--- config.mk ---
export PLATFORM = sky130hd
export DESIGN_NAME = prm_top
export DESIGN_NICKNAME = d
export VERILOG_FILES = /design/src/hw/prm_rotate.v /design/src/hw/prm_top.v /design/src/hw/prm_window.v
export VERILOG_INCLUDE_DIRS = /design/src /design/src/hw
export SDC_FILE = /design/constraint.sdc
export NUM_CORES = 1
export LEC_CHECK = 0
export ABC_CLOCK_PERIOD_IN_PS = 8300
export BUFFER_PORTS_ARGS = -buffer_cell sky130_fd_sc_hd__buf_2
export CAP_MARGIN = 20
export CELL_PAD_IN_SITES_DETAIL_PLACEMENT = 0
export CELL_PAD_IN_SITES_GLOBAL_PLACEMENT = 2
export CORE_MARGIN = 5
export CORE_UTILIZATION = 35
export DETAILED_ROUTE_END_ITERATION = 16
export PLACE_DENSITY_LB_ADDON = 0.3
export RECOVER_POWER = 50
export SLEW_MARGIN = 40
export SYNTH_ARGS = -nofsm -noshare
export SYNTH_HDL_FRONTEND = slang
export SYNTH_SLANG_ARGS = --single-unit
--- constraint.sdc ---
create_clock -name pclk -period 8.3 [get_ports pclk]
set_input_delay 0.83 -clock pclk [delete_from_list [all_inputs] [get_ports pclk]]
set_output_delay 0.83 -clock pclk [all_outputs]
set_load 0.02 [all_outputs]
--- src/hw/prm_defs.vh ---
// constants for the portrait rotation mapper
`ifndef PRM_DEFS_VH
`define PRM_DEFS_VH
`define PRM_ADDR_W 21
`define PRM_VIRT_DIM 1024
`define PRM_VIRT_LOG2 10
`define PRM_MEM_512K 2'b00
`define PRM_MEM_2M 2'b01
`define PRM_MEM_MASK_512K 21'h07ffff
`define PRM_MEM_MASK_2M 21'h1fffff
`define PRM_BPP_8 2'b00
`define PRM_BPP_16 2'b01
`define PRM_OFF_CTRL 12'h000
`define PRM_OFF_START 12'h004
`define PRM_OFF_PAN 12'h008
`define PRM_OFF_PANEL 12'h00c
`define PRM_OFF_STATUS 12'h010
`define PRM_OFF_HFB 12'h014
`define PRM_CTRL_ROT 0
`define PRM_CTRL_BPP_LO 1
`define PRM_CTRL_MEM_LO 3
`define PRM_CTRL_DUAL 5
`define PRM_CTRL_COLOR 6
`define PRM_CTRL_SPLIT 7
`define PRM_CTRL_RST 32'h00000000
`define PRM_START_RST 32'h00000000
`define PRM_PANEL_RST 32'h00000000
`endif

--- src/hw/prm_rotate.v ---
// coordinate rotation of one host byte address
`timescale 1ns/1ps
`include "prm_defs.vh"
module prm_rotate #(
    parameter DIM_LOG2 = 10
) (
    input wire [20:0] addr_in,
    input wire bpp16,
    output reg [20:0] addr_out
);
    reg [DIM_LOG2-1:0] x;
    reg [DIM_LOG2-1:0] y;
    reg [DIM_LOG2-1:0] nx;
    reg byte_sel;
    always @*
    begin
        x = {DIM_LOG2{1'b0}};
        y = {DIM_LOG2{1'b0}};
        byte_sel = 1'b0;
        addr_out = addr_in;
        if (bpp16)
        begin
            byte_sel = addr_in[0];
            x = addr_in[DIM_LOG2:1];
            y = addr_in[2*DIM_LOG2:DIM_LOG2+1];
        end
        else
        begin
            x = addr_in[DIM_LOG2-1:0];
            y = addr_in[2*DIM_LOG2-1:DIM_LOG2];
        end
        // clockwise turn: stored row is x, stored column is 1023-y
        nx = ~y;
        if (bpp16)
            addr_out = {x, nx, byte_sel};
        else
            addr_out = {addr_in[20], x, nx};
    end
endmodule

--- src/hw/prm_top.v ---
// portrait rotation mapper: host buffer access remap with apb control
//
// Notes on behaviour
// - rotation on: host accesses remapped so stored image turns 90 degrees clockwise
// - mapping spans a fixed 1024 by 1024 pixel virtual image
// - host order A B C D lands in memory as C A D B
// - one pixel pan adds or subtracts 1024 or 512 to start
// - start step scrolls two lines at 8 bpp, one at 16 bpp
// - pixel panning step scrolls one line vertically in rotated mode
// - dual panel half-frame buffer sits at memory top, wh/4 or wh/16
// - physical memory is 512K or 2M bytes only
// - cursor takes 1K, ink takes wh/4, only one active
// - rotation only at 8 and 16 bpp
// - cursor and ink are not rotated; software turns rotation off
// - rotated split screens appear side by side
// - fixed 2M decode, 512K mirrored through it
//
// Our own choices: the register offsets and the APB register port.
`timescale 1ns/1ps
`include "prm_defs.vh"
module prm_top #(
    parameter DIM_LOG2 = `PRM_VIRT_LOG2
) (
    input wire pclk,
    input wire presetn,
    input wire psel,
    input wire penable,
    input wire pwrite,
    input wire [11:0] paddr,
    input wire [31:0] pwdata,
    output reg [31:0] prdata,
    output reg pready,
    output reg pslverr,
    input wire host_cs_n,
    input wire host_mem_sel,
    input wire host_valid,
    input wire host_write,
    input wire [20:0] host_byte_addr,
    input wire [15:0] host_wdata,
    output reg [15:0] host_rdata,
    output reg host_ack,
    output reg mem_req,
    output reg mem_we,
    output reg [20:0] mem_addr,
    output reg [15:0] mem_wdata,
    input wire [15:0] mem_rdata,
    input wire mem_done,
    output reg [9:0] win_line,
    output reg [9:0] win_col,
    output reg [9:0] win_split_col,
    output reg [20:0] hfb_base,
    output reg win_vertical_split
);
    localparam ST_IDLE = 3'b001;
    localparam ST_MEM = 3'b010;
    localparam ST_ACK = 3'b100;

    reg [31:0] ctrl_q;
    reg [31:0] start_q;
    reg [3:0] pan_q;
    reg [31:0] panel_q;
    reg [2:0] state_q;
    reg [2:0] state_d;
    reg [31:0] err_cnt_q;
    reg [20:0] hfb_size;
    reg [20:0] mem_mask;
    reg [20:0] rot_addr;
    reg [20:0] phys_addr;
    reg rot_on;
    reg rot_ok;
    reg mode_ok;
    reg [31:0] rd_mux;
    reg addr_hit;
    wire bpp16;
    wire [1:0] mem_sz;
    wire [20:0] rot_out;
    wire [9:0] w_line;
    wire [9:0] w_col;
    wire [9:0] w_split;
    wire [19:0] area;

    assign bpp16 = ctrl_q[`PRM_CTRL_BPP_LO];
    assign mem_sz = ctrl_q[`PRM_CTRL_MEM_LO+1:`PRM_CTRL_MEM_LO];
    assign area = panel_q[9:0] * panel_q[25:16];

    prm_rotate #(
        .DIM_LOG2(DIM_LOG2)
    ) u_rot (
        .addr_in(host_byte_addr),
        .bpp16(bpp16),
        .addr_out(rot_out)
    );

    prm_window u_win (
        .start_words(start_q[19:0]),
        .pixel_pan(pan_q),
        .bpp16(bpp16),
        .split_line(panel_q[9:0]),
        .first_line(w_line),
        .first_col(w_col),
        .split_col(w_split)
    );

    always @*
    begin
        // only the two documented depths may be rotated
        mode_ok = (ctrl_q[2:1] == `PRM_BPP_8) || (ctrl_q[2:1] == `PRM_BPP_16);
        rot_ok = ctrl_q[`PRM_CTRL_ROT] && mode_ok;
        rot_on = rot_ok;
        // 512K of memory repeats through the whole 2M window
        if (mem_sz == `PRM_MEM_2M)
            mem_mask = `PRM_MEM_MASK_2M;
        else
            mem_mask = `PRM_MEM_MASK_512K;
        // cursor and ink space is reached with rotation off, so no bypass needed
        if (rot_on)
            rot_addr = rot_out;
        else
            rot_addr = host_byte_addr;
        phys_addr = rot_addr & mem_mask;
        if (ctrl_q[`PRM_CTRL_COLOR])
            hfb_size = {3'b000, area[19:2]};
        else
            hfb_size = {5'b00000, area[19:4]};
    end

    always @*
    begin
        state_d = state_q;
        case (state_q)
            ST_IDLE:
                if (host_valid && !host_cs_n && host_mem_sel)
                    state_d = ST_MEM;
            ST_MEM:
                if (mem_done)
                    state_d = ST_ACK;
            ST_ACK:
                state_d = ST_IDLE;
            default:
                state_d = ST_IDLE;
        endcase
    end

    always @(posedge pclk or negedge presetn)
    begin
        if (!presetn)
        begin
            state_q <= ST_IDLE;
            mem_req <= 1'b0;
            mem_we <= 1'b0;
            mem_addr <= 21'h000000;
            mem_wdata <= 16'h0000;
            host_rdata <= 16'h0000;
            host_ack <= 1'b0;
        end
        else
        begin
            state_q <= state_d;
            host_ack <= 1'b0;
            if (state_q == ST_IDLE && state_d == ST_MEM)
            begin
                // address captured once so a mode change mid access is harmless
                mem_req <= 1'b1;
                mem_we <= host_write;
                mem_addr <= phys_addr;
                mem_wdata <= host_wdata;
            end
            if (state_q == ST_MEM && mem_done)
            begin
                mem_req <= 1'b0;
                host_rdata <= mem_rdata;
                host_ack <= 1'b1;
            end
        end
    end

    always @*
    begin
        addr_hit = 1'b1;
        rd_mux = 32'h00000000;
        case (paddr)
            `PRM_OFF_CTRL: rd_mux = ctrl_q;
            `PRM_OFF_START: rd_mux = start_q;
            `PRM_OFF_PAN: rd_mux = {28'h0000000, pan_q};
            `PRM_OFF_PANEL: rd_mux = panel_q;
            `PRM_OFF_STATUS: rd_mux = {26'h0000000, mode_ok, rot_on, state_q, mem_req};
            `PRM_OFF_HFB: rd_mux = {11'h000, hfb_base};
            default: addr_hit = 1'b0;
        endcase
    end

    always @(posedge pclk or negedge presetn)
    begin
        if (!presetn)
        begin
            ctrl_q <= `PRM_CTRL_RST;
            start_q <= `PRM_START_RST;
            pan_q <= 4'h0;
            panel_q <= `PRM_PANEL_RST;
            prdata <= 32'h00000000;
            pready <= 1'b0;
            pslverr <= 1'b0;
            err_cnt_q <= 32'h00000000;
        end
        else
        begin
            // one wait state: pready rises in the second access cycle
            pready <= psel && penable && !pready;
            pslverr <= psel && penable && !pready && !addr_hit;
            if (psel && penable && !pready && !pwrite)
                prdata <= rd_mux;
            if (psel && penable && !pready && pwrite && addr_hit)
            begin
                case (paddr)
                    `PRM_OFF_CTRL: ctrl_q <= {24'h000000, pwdata[7:0]};
                    `PRM_OFF_START: start_q <= {12'h000, pwdata[19:0]};
                    `PRM_OFF_PAN: pan_q <= pwdata[3:0];
                    `PRM_OFF_PANEL: panel_q <= {6'h00, pwdata[25:16], 6'h00, pwdata[9:0]};
                    default: err_cnt_q <= err_cnt_q + 32'h00000001;
                endcase
            end
        end
    end

    always @(posedge pclk or negedge presetn)
    begin
        if (!presetn)
        begin
            win_line <= 10'h000;
            win_col <= 10'h000;
            win_split_col <= 10'h000;
            hfb_base <= 21'h000000;
            win_vertical_split <= 1'b0;
        end
        else
        begin
            win_line <= rot_on ? w_line : 10'h000;
            win_col <= rot_on ? w_col : 10'h000;
            win_split_col <= w_split;
            win_vertical_split <= rot_on && ctrl_q[`PRM_CTRL_SPLIT];
            if (ctrl_q[`PRM_CTRL_DUAL])
                hfb_base <= mem_mask + 21'h000001 - hfb_size;
            else
                hfb_base <= mem_mask + 21'h000001;
        end
    end
endmodule

--- src/hw/prm_window.v ---
// rotated display window origin and split placement
`timescale 1ns/1ps
`include "prm_defs.vh"
module prm_window (
    input wire [19:0] start_words,
    input wire [3:0] pixel_pan,
    input wire bpp16,
    input wire [9:0] split_line,
    output reg [9:0] first_line,
    output reg [9:0] first_col,
    output reg [9:0] split_col
);
    reg [10:0] line_pix;
    always @*
    begin
        // each start word is one line at 16 bpp, two at 8 bpp
        if (bpp16)
            line_pix = {1'b0, start_words[9:0]};
        else
            line_pix = {start_words[9:0], 1'b0};
        first_line = line_pix[9:0] + {6'h00, pixel_pan};
        // a 1024-pixel step of start address moves one column
        if (bpp16)
            first_col = start_words[19:10];
        else
            first_col = start_words[18:9];
        split_col = split_line;
    end
endmodule

==> results of run 1 <==
[registers in the layout (all words and copies together) (netlist names), 3 cells and up]
register	count
ctrl_q	8
hfb_base	21
host_rdata	16
mem_addr	21
mem_wdata	16
pan_q	4
panel_q	20
prdata	26
start_q	20
state_q	3
win_col	10
win_line	10
win_split_col	10
[logic make-up (layout without fill, tap and decap cells)]
kind of cell | count (synthesis) | in the layout | share of synthesized area, %
xor gates and xnor gates | 24 | 24 | 1.732
DFF | 191 | 191 | 39.40
adders and majority gates | 122 | 122 | 16.48
and+or+nand+nor | 342 | 342 | 13.99
AOI/OAI and AO/OA | 233 | 233 | 13.44
muxes | 111 | 111 | 10.04
buffers and inverters | 148 | 344 | 4.888
other | 1 | 8 | 0.03090
[cell usage in the layout (no fill, tap or decap), types with 4 or more instances in the layout]
master     count
mux2_2        85
buf_2        200
o211ai_1       6
o31ai_1        6
and2_0         5
and3_1         6
nor4_1         7
nand4_1        5
ha_1          59
nand2_1      117
a211oi_1      10
a311oi_1       4
xor2_1         6
o21ai_1        5
a222oi_1      16
a21o_1        23
mux2i_1       25
a221oi_1       5
a21oi_1       43
o21a_1         9
dfrtp_1      190
nor3b_1        8
a31oi_1        4
clkbuf_1      37
nor3_1        16
nand3_1       10
a22oi_1       10
inv_1         68
nor2b_1        6
and4_1         4
buf_4          6
or3_1          4
clkbuf_16     17
nor2_1        63
and2_1        72
o21ai_0       55
xnor2_1       18
fa_1          63
conb_1         6
[cell type report]
type	count	area, µm²
diodes	2	5.005
clock buffers	20	466.7
clock inverters	12	142.6
fillers	3452	20150
inverters	68	255.2
multi-input cells	838	6810
flip-flops and latches	191	4781
well taps	455	569.3
repair buffers	244	1196
[path summary, 6_finish.rpt]
| path | to | slack, ps |
|---|---|---|
| worst min-delay path | mem_addr[9]$_DFFE_PN0P_ | 470 |
| min in group asynchronous | mem_addr[10]$_DFFE_PN0P_ | 2770 |
| worst max register to register | hfb_base[20]$_DFF_PN0_ | 1520 |
| max in group asynchronous | prdata[22]$_DFFE_PN0P_ | 2030 |
| worst max-delay path | hfb_base[20]$_DFF_PN0_ | 1520 |
| worst min register to register | mem_addr[9]$_DFFE_PN0P_ | 470 |
[metal layers]
metal	share of wire [%]	wire [µm]
met3	4.7	1661
met5	0	0
met1	45	15860
met2	49	17460
met4	1.5	532
[power by group through the flow]
stage	Clock (mW)	Sequential [mW]	Combinational (mW)
2_1_floorplan	0	1.09	0.0562
3_3_place_gp	0	1.02	0.240
3_5_place_dp	0	1.03	0.243
4_1_cts	0.865	1.01	0.243
5_1_grt	0.901	1.01	0.255
6_report	0.841	1.01	0.234
[metrics by stage]
step	worst slack [ps]	power (mW)	area, µm²	hold WS [ps]
floorplan	2485	1.150	12150	371.1
global placement	1575	1.264	13650	455.2
detailed placement	1503	1.268	13680	462.1
CTS	1488	2.115	14290	396.4
global route	524.0	2.171	14230	496.3
finish	1519	2.083	14230	473.9
[worst reg2reg max path, cell delays in order (launching register included)]
cell	delay (ps)
dfrtp_1	690
nand2_1	160
fa_1	560
inv_1	60
fa_1	510
inv_1	50
fa_1	470
inv_1	50
fa_1	590
inv_1	80
fa_1	530
inv_1	40
ha_1	470
a21oi_1	280
o2bb2ai_1	150
a31o_2	280
nor4_1	570
o31ai_1	150
a211oi_1	520
and4b_1	350
a211oi_1	90
==> run_results.csv, run 1 <==
group,metric,value,unit
synthesis,synth_area_leaders,"dfrtp_1 (39%), fa_1 (10%), mux2_2 (7.9%)",
pwr,seq_power_share,48.4,%
global_route,groute.usage.overall,18.49,%
clocking,holdBufCountCts,0,
setup_path,startpoint,"panel_q[5]$_DFFE_PN0P_",
drt,num_vias,9346,
synthesis,synth.most_common_cell,"dfrtp_1",
global_route,use_met3,3.160,%
setup_path,slowest_stage,"dfrtp_1",
min_path,min_from,"mem_addr[9]$_DFFE_PN0P_",
global_route,use_met1,25.08,%
clocking,htreeDepth,4,
global_route,grt_max_degree,120,
global_route,grt_pass1_wl,56010,µm
synthesis,ys_seq_area_share,39.40,%
sta,finalCritPeriodShare,81.70,%
synthesis,yosysTopAreaCellShare,39.18,%
pwr,clockPowerShare,40.4,%
drt,wl_per_cell,19.40,µm
setup_path,path_cells,"nand2_1 > fa_1 > inv_1 > fa_1 > inv_1 > fa_1 > inv_1 > fa_1 > inv_1 > fa_1 > inv_1 > ha_1 > a21oi_1 > o2bb2ai_1 > a31o_2 > nor4_1 > o31ai_1 > a211oi_1 > and4b_1 > a211oi_1",
placement,io_buffers,236,
setup_path,crit_type,"reg -> reg",
drt,vias_per_cell,5.107,
die,coreArea,0.03437,mm²
global_route,grt_pass1_vias,9380,
synthesis,yosys-top-cells-count,"dfrtp_1 (190), nand2_1 (120), mux2_2 (85)",
synthesis,syn_area_per_cell,10.35,µm²
drt,dr.pass1.iters,7,
final_layout,fin_cells,1830,
synthesis,netlist_instances,1172,
setup_path,path_delay_family,"adder cells",
die,dieArea,0.03849,mm²
final_layout,nets,1589,
pwr,p_int,1.518,mW
die,start_util,35.30,%
setup_path,max_stage_delay,690,ps
clocking,root_buffer,"clkbuf_16",
drt,ant_nets,0,
sta,tns,0,ps
sta,skew,22.40,ps
global_route,grtUsageMet2,30.97,%
drt,drt_iter0_drc,669,
setup_path,path_buf_inv,5,
run_status,violations,"max-capacitance violations, max-slew violations",
die,die_x,196.2,µm
min_path,min_path_type,"reg -> reg",
placement,dp_cells,1796,
pwr,leakage,7.353,nW
setup_path,r2r-start,"panel_q[5]$_DFFE_PN0P_",
setup_path,cp_data_required_time,8610,ps
sta,rsz0062_at_grt,"false",
synthesis,yosysTopAreaCell,"dfrtp_1",
clocking,postCtsSetupBuffers,0,
sta,hold_violations,0,
die,die_h,196.2,µm
clocking,worstSkewPairLatency,440,ps
setup_path,cp_max_fo,14,
job,cap_viol_max_count,2,
sta,setup-violations-final,0,
setup_path,critPathCaptureType,"flop",
sta,worstMarginPinSlew,6355,ps
pwr,ir_drop,0.0001193,V
sta,relSlewSlack,-323.7,%
synthesis,synth.distinct_cells,78,
global_route,grt-ovfl-total,0,
run_status,outcome,"finished, violations left",
pwr,powerDensity,146.4,mW/mm²
drt,drc,0,
sta,fmax,0.1475,GHz
synthesis,synth_edf_count,0,
clocking,post_cts_resized,0,
min_path,min_path_cells,2,
synthesis,synth-main-ff-cell,"dfrtp_1",
setup_path,arrival,7090,ps
final_layout,final_core_util,41.39,%
final_layout,drive_above_1_share,25.05,%
synthesis,synth-seq-cells,191,
die,io-pin-count,249,
placement,place_hpwl,27830,µm
setup_path,path_depth,20,
drt,drt-total-wl,35510,µm
clocking,cts_buffers,17,
sta,drv_slew,152,
synthesis,async_flop_share,100.0,%
setup_path,cp-start-kind,"flop",
placement,gp_congestion,0.8202,
global_route,antenna_found_initial,3,
clocking,path_clk_slew,80,ps
pwr,combPwrFrac,11.2,%
setup_path,worstRegToRegCells,20,
clocking,tritoncts,"yes",
synthesis,yosys_warnings,0,
global_route,busiest_layer,"met2",
pwr,switchingPower,0.5645,mW
sta,post-route-min-period,6781,ps
pwr,swShare,27.10,%
clocking,cts_sinks,191,
die,fp-row-count,68,
clocking,cts_buffer_depth,2,
synthesis,synth.cell_area,0.01213,mm²
final_layout,area_growth,17.24,%
(Power assumes the default switching activity.)
==> inputs of run 2 (changes only) <==
- ABC_CLOCK_PERIOD_IN_PS: 8300 -> 7010
- clock period: 8.3 -> 7.01 ns (I/O delays scaled with it)
==> run 2 against run 1 <==
  * The flow still finishes with violations (max-capacitance violations, max-slew violations)
  * Clock-buffer cell count down 2
  * Cell count up 0.98%
  * First-iteration DRC count down 17%
  * Largest power group unchanged
  * Sequential cell count unchanged
  * Non-clock buffer count up 18
==> run_results.csv, run 2 (synthesized netlist as in run 1, its figures left out) <==
group,metric,value,unit
setup_path,max_stage_delay,600,ps
min_path,min_path_type,"reg -> reg",
sta,post-route-min-period,6575,ps
clocking,cts_sinks,191,
drt,drc,0,
placement,io_buffers,236,
final_layout,nets,1607,
sta,drv_slew,150,
setup_path,cp_data_required_time,7300,ps
sta,worstMarginPinSlew,5306,ps
global_route,grt_pass1_vias,9541,
final_layout,regArea,0.004781,mm²
clocking,worstSkewPairLatency,440,ps
sta,relSlewSlack,-253.7,%
placement,dp_cells,1814,
setup_path,slowest_stage,"clkbuf_1",
die,die_h,196.2,µm
final_layout,top_regs,"prdata (26), hfb_base (21), mem_addr (21)",
global_route,grt-ovfl-total,0,
clocking,htreeDepth,4,
die,die_x,196.2,µm
final_layout,final_cell_mix,"buf_2 (193), dfrtp_1 (190), nand2_1 (117)",
die,io-pin-count,249,
drt,vias_per_cell,5.089,
placement,gp_congestion,0.8076,
setup_path,path_buf_inv,2,
final_layout,multi_input_area,0.006810,mm²
global_route,grt_pass1_wl,56640,µm
drt,ant_nets,0,
die,dieArea,0.03849,mm²
setup_path,crit_top_cell,"fa_1",
sta,hold_violations,0,
setup_path,path_depth,17,
global_route,grt_max_degree,115,
die,fp-row-count,68,
die,start_util,35.30,%
setup_path,cp-start-kind,"flop",
drt,drt_iter0_drc,556,
placement,dp_slack,503.7,ps
clocking,cts_buffer_depth,2,
final_layout,drive_above_1_share,25.09,%
placement,place_hpwl,28670,µm
min_path,min_path_cells,2,
final_layout,final_common_cell,"buf_2",
final_layout,area_growth,18.14,%
drt,wl_per_cell,19.62,µm
final_layout,fillers,3454,
drt,drt-total-wl,36250,µm
setup_path,cp_max_fo,12,
clocking,post_cts_resized,0,
setup_path,arrival,6870,ps
sta,final.setup.worst_slack,434.9,ps
run_status,outcome,"finished, violations left",
global_route,groute.usage.overall,18.76,%
final_layout,largest_reg_flops,26,
clocking,postCtsSetupBuffers,0,
global_route,antenna_found_initial,2,
sta,skew,9.915,ps
setup_path,path_cells,"clkbuf_1 > nand2_1 > fa_1 > inv_1 > fa_1 > fa_1 > fa_1 > ha_1 > ha_1 > a21o_1 > o2bb2ai_1 > a31o_2 > nor4_1 > o31ai_1 > a211oi_1 > and4b_1 > a211oi_1",
clocking,cts_buffers,17,
die,coreArea,0.03437,mm²
setup_path,path_delay_family,"adder cells",
drt,num_vias,9404,
sta,finalCritPeriodShare,93.80,%
drt,dr.pass1.iters,6,
sta,rsz0062_at_grt,"false",
pwr,leakage,7.403,nW
final_layout,fin_cells,1848,
clocking,tritoncts,"yes",
pwr,finalPower,2.468,mW
pwr,ir_drop,0.0001403,V
job,cap_viol_max_count,2,
final_layout,top_register,"prdata",
pwr,powerDensity,172.2,mW/mm²
setup_path,crit_type,"reg -> reg",
sta,tns,0,ps
run_status,violations,"max-capacitance violations, max-slew violations",
setup_path,critPathCaptureType,"flop",
clocking,holdBufCountCts,0,
setup_path,worstRegToRegCells,17,
clocking,path_clk_slew,70,ps
sta,setup-violations-final,0,
clocking,root_buffer,"clkbuf_16",
sta,fmax,0.1521,GHz
[run 2: final timing paths]
| check | slack [ps] | start | end |
|---|---|---|---|
| min | 480 | prdata[23]$_DFFE_PN0P_ | prdata[23]$_DFFE_PN0P_ |
| max reg2reg | 430 | panel_q[8]$_DFFE_PN0P_ | hfb_base[20]$_DFF_PN0_ |
| min reg2reg | 480 | prdata[23]$_DFFE_PN0P_ | prdata[23]$_DFFE_PN0P_ |
| min in group asynchronous | 2440 | presetn | win_line[6]$_DFF_PN0_ |
| max in group asynchronous | 1580 | presetn | hfb_base[16]$_DFF_PN0_ |
| max | 430 | panel_q[8]$_DFFE_PN0P_ | hfb_base[20]$_DFF_PN0_ |
[run 2: power breakdown]
part / switching, mW / internal (mW) / total, mW
clock: 0.458 / 0.540 / 0.998
combinational: 0.177 / 0.0999 / 0.277
sequential: 0.0287 / 1.16 / 1.19
[run 2: final cells by class]
class | count | area share (%)
Inverter | 68 | 1.781
Multi-Input combinational cell | 838 | 47.51
Sequential cell | 191 | 33.35
Timing Repair Buffer | 262 | 9.139
Tap cell | 455 | 3.971
Clock buffer | 18 | 2.994
Antenna cell | 2 | 0.03491
Clock inverter | 14 | 1.222
[run 2: worst register-to-register path, stage by stage (launching register included)]
cell       delay (ps)
dfrtp_1           420
clkbuf_1          600
nand2_1           170
fa_1              530
inv_1              50
fa_1              520
fa_1              440
fa_1              530
ha_1              320
ha_1              460
a21o_1            280
o2bb2ai_1         150
a31o_2            270
nor4_1            580
o31ai_1           150
a211oi_1          530
and4b_1           350
a211oi_1          110
[run 2: metal layers]
metal	track usage (%)	wire length (µm)	share of wire, %
met3	3.521	1940	5.4
met2	31.15	17630	49
met5	0	0	0
met4	5.017	786	2.2
met1	25.31	15900	44
[run 2: metrics by stage]
stage | hold WS (ps) | util [%] | instance area, µm²
6_report | 475.4 | 41.70 | 14340
5_1_grt | 473.7 | 41.70 | 14340
4_1_cts | 272.5 | 41.95 | 14420
3_5_place_dp | 464.6 | 40.19 | 13820
3_3_place_gp | 455.5 | 40.11 | 13790
2_1_floorplan | 371.1 | - | 12150
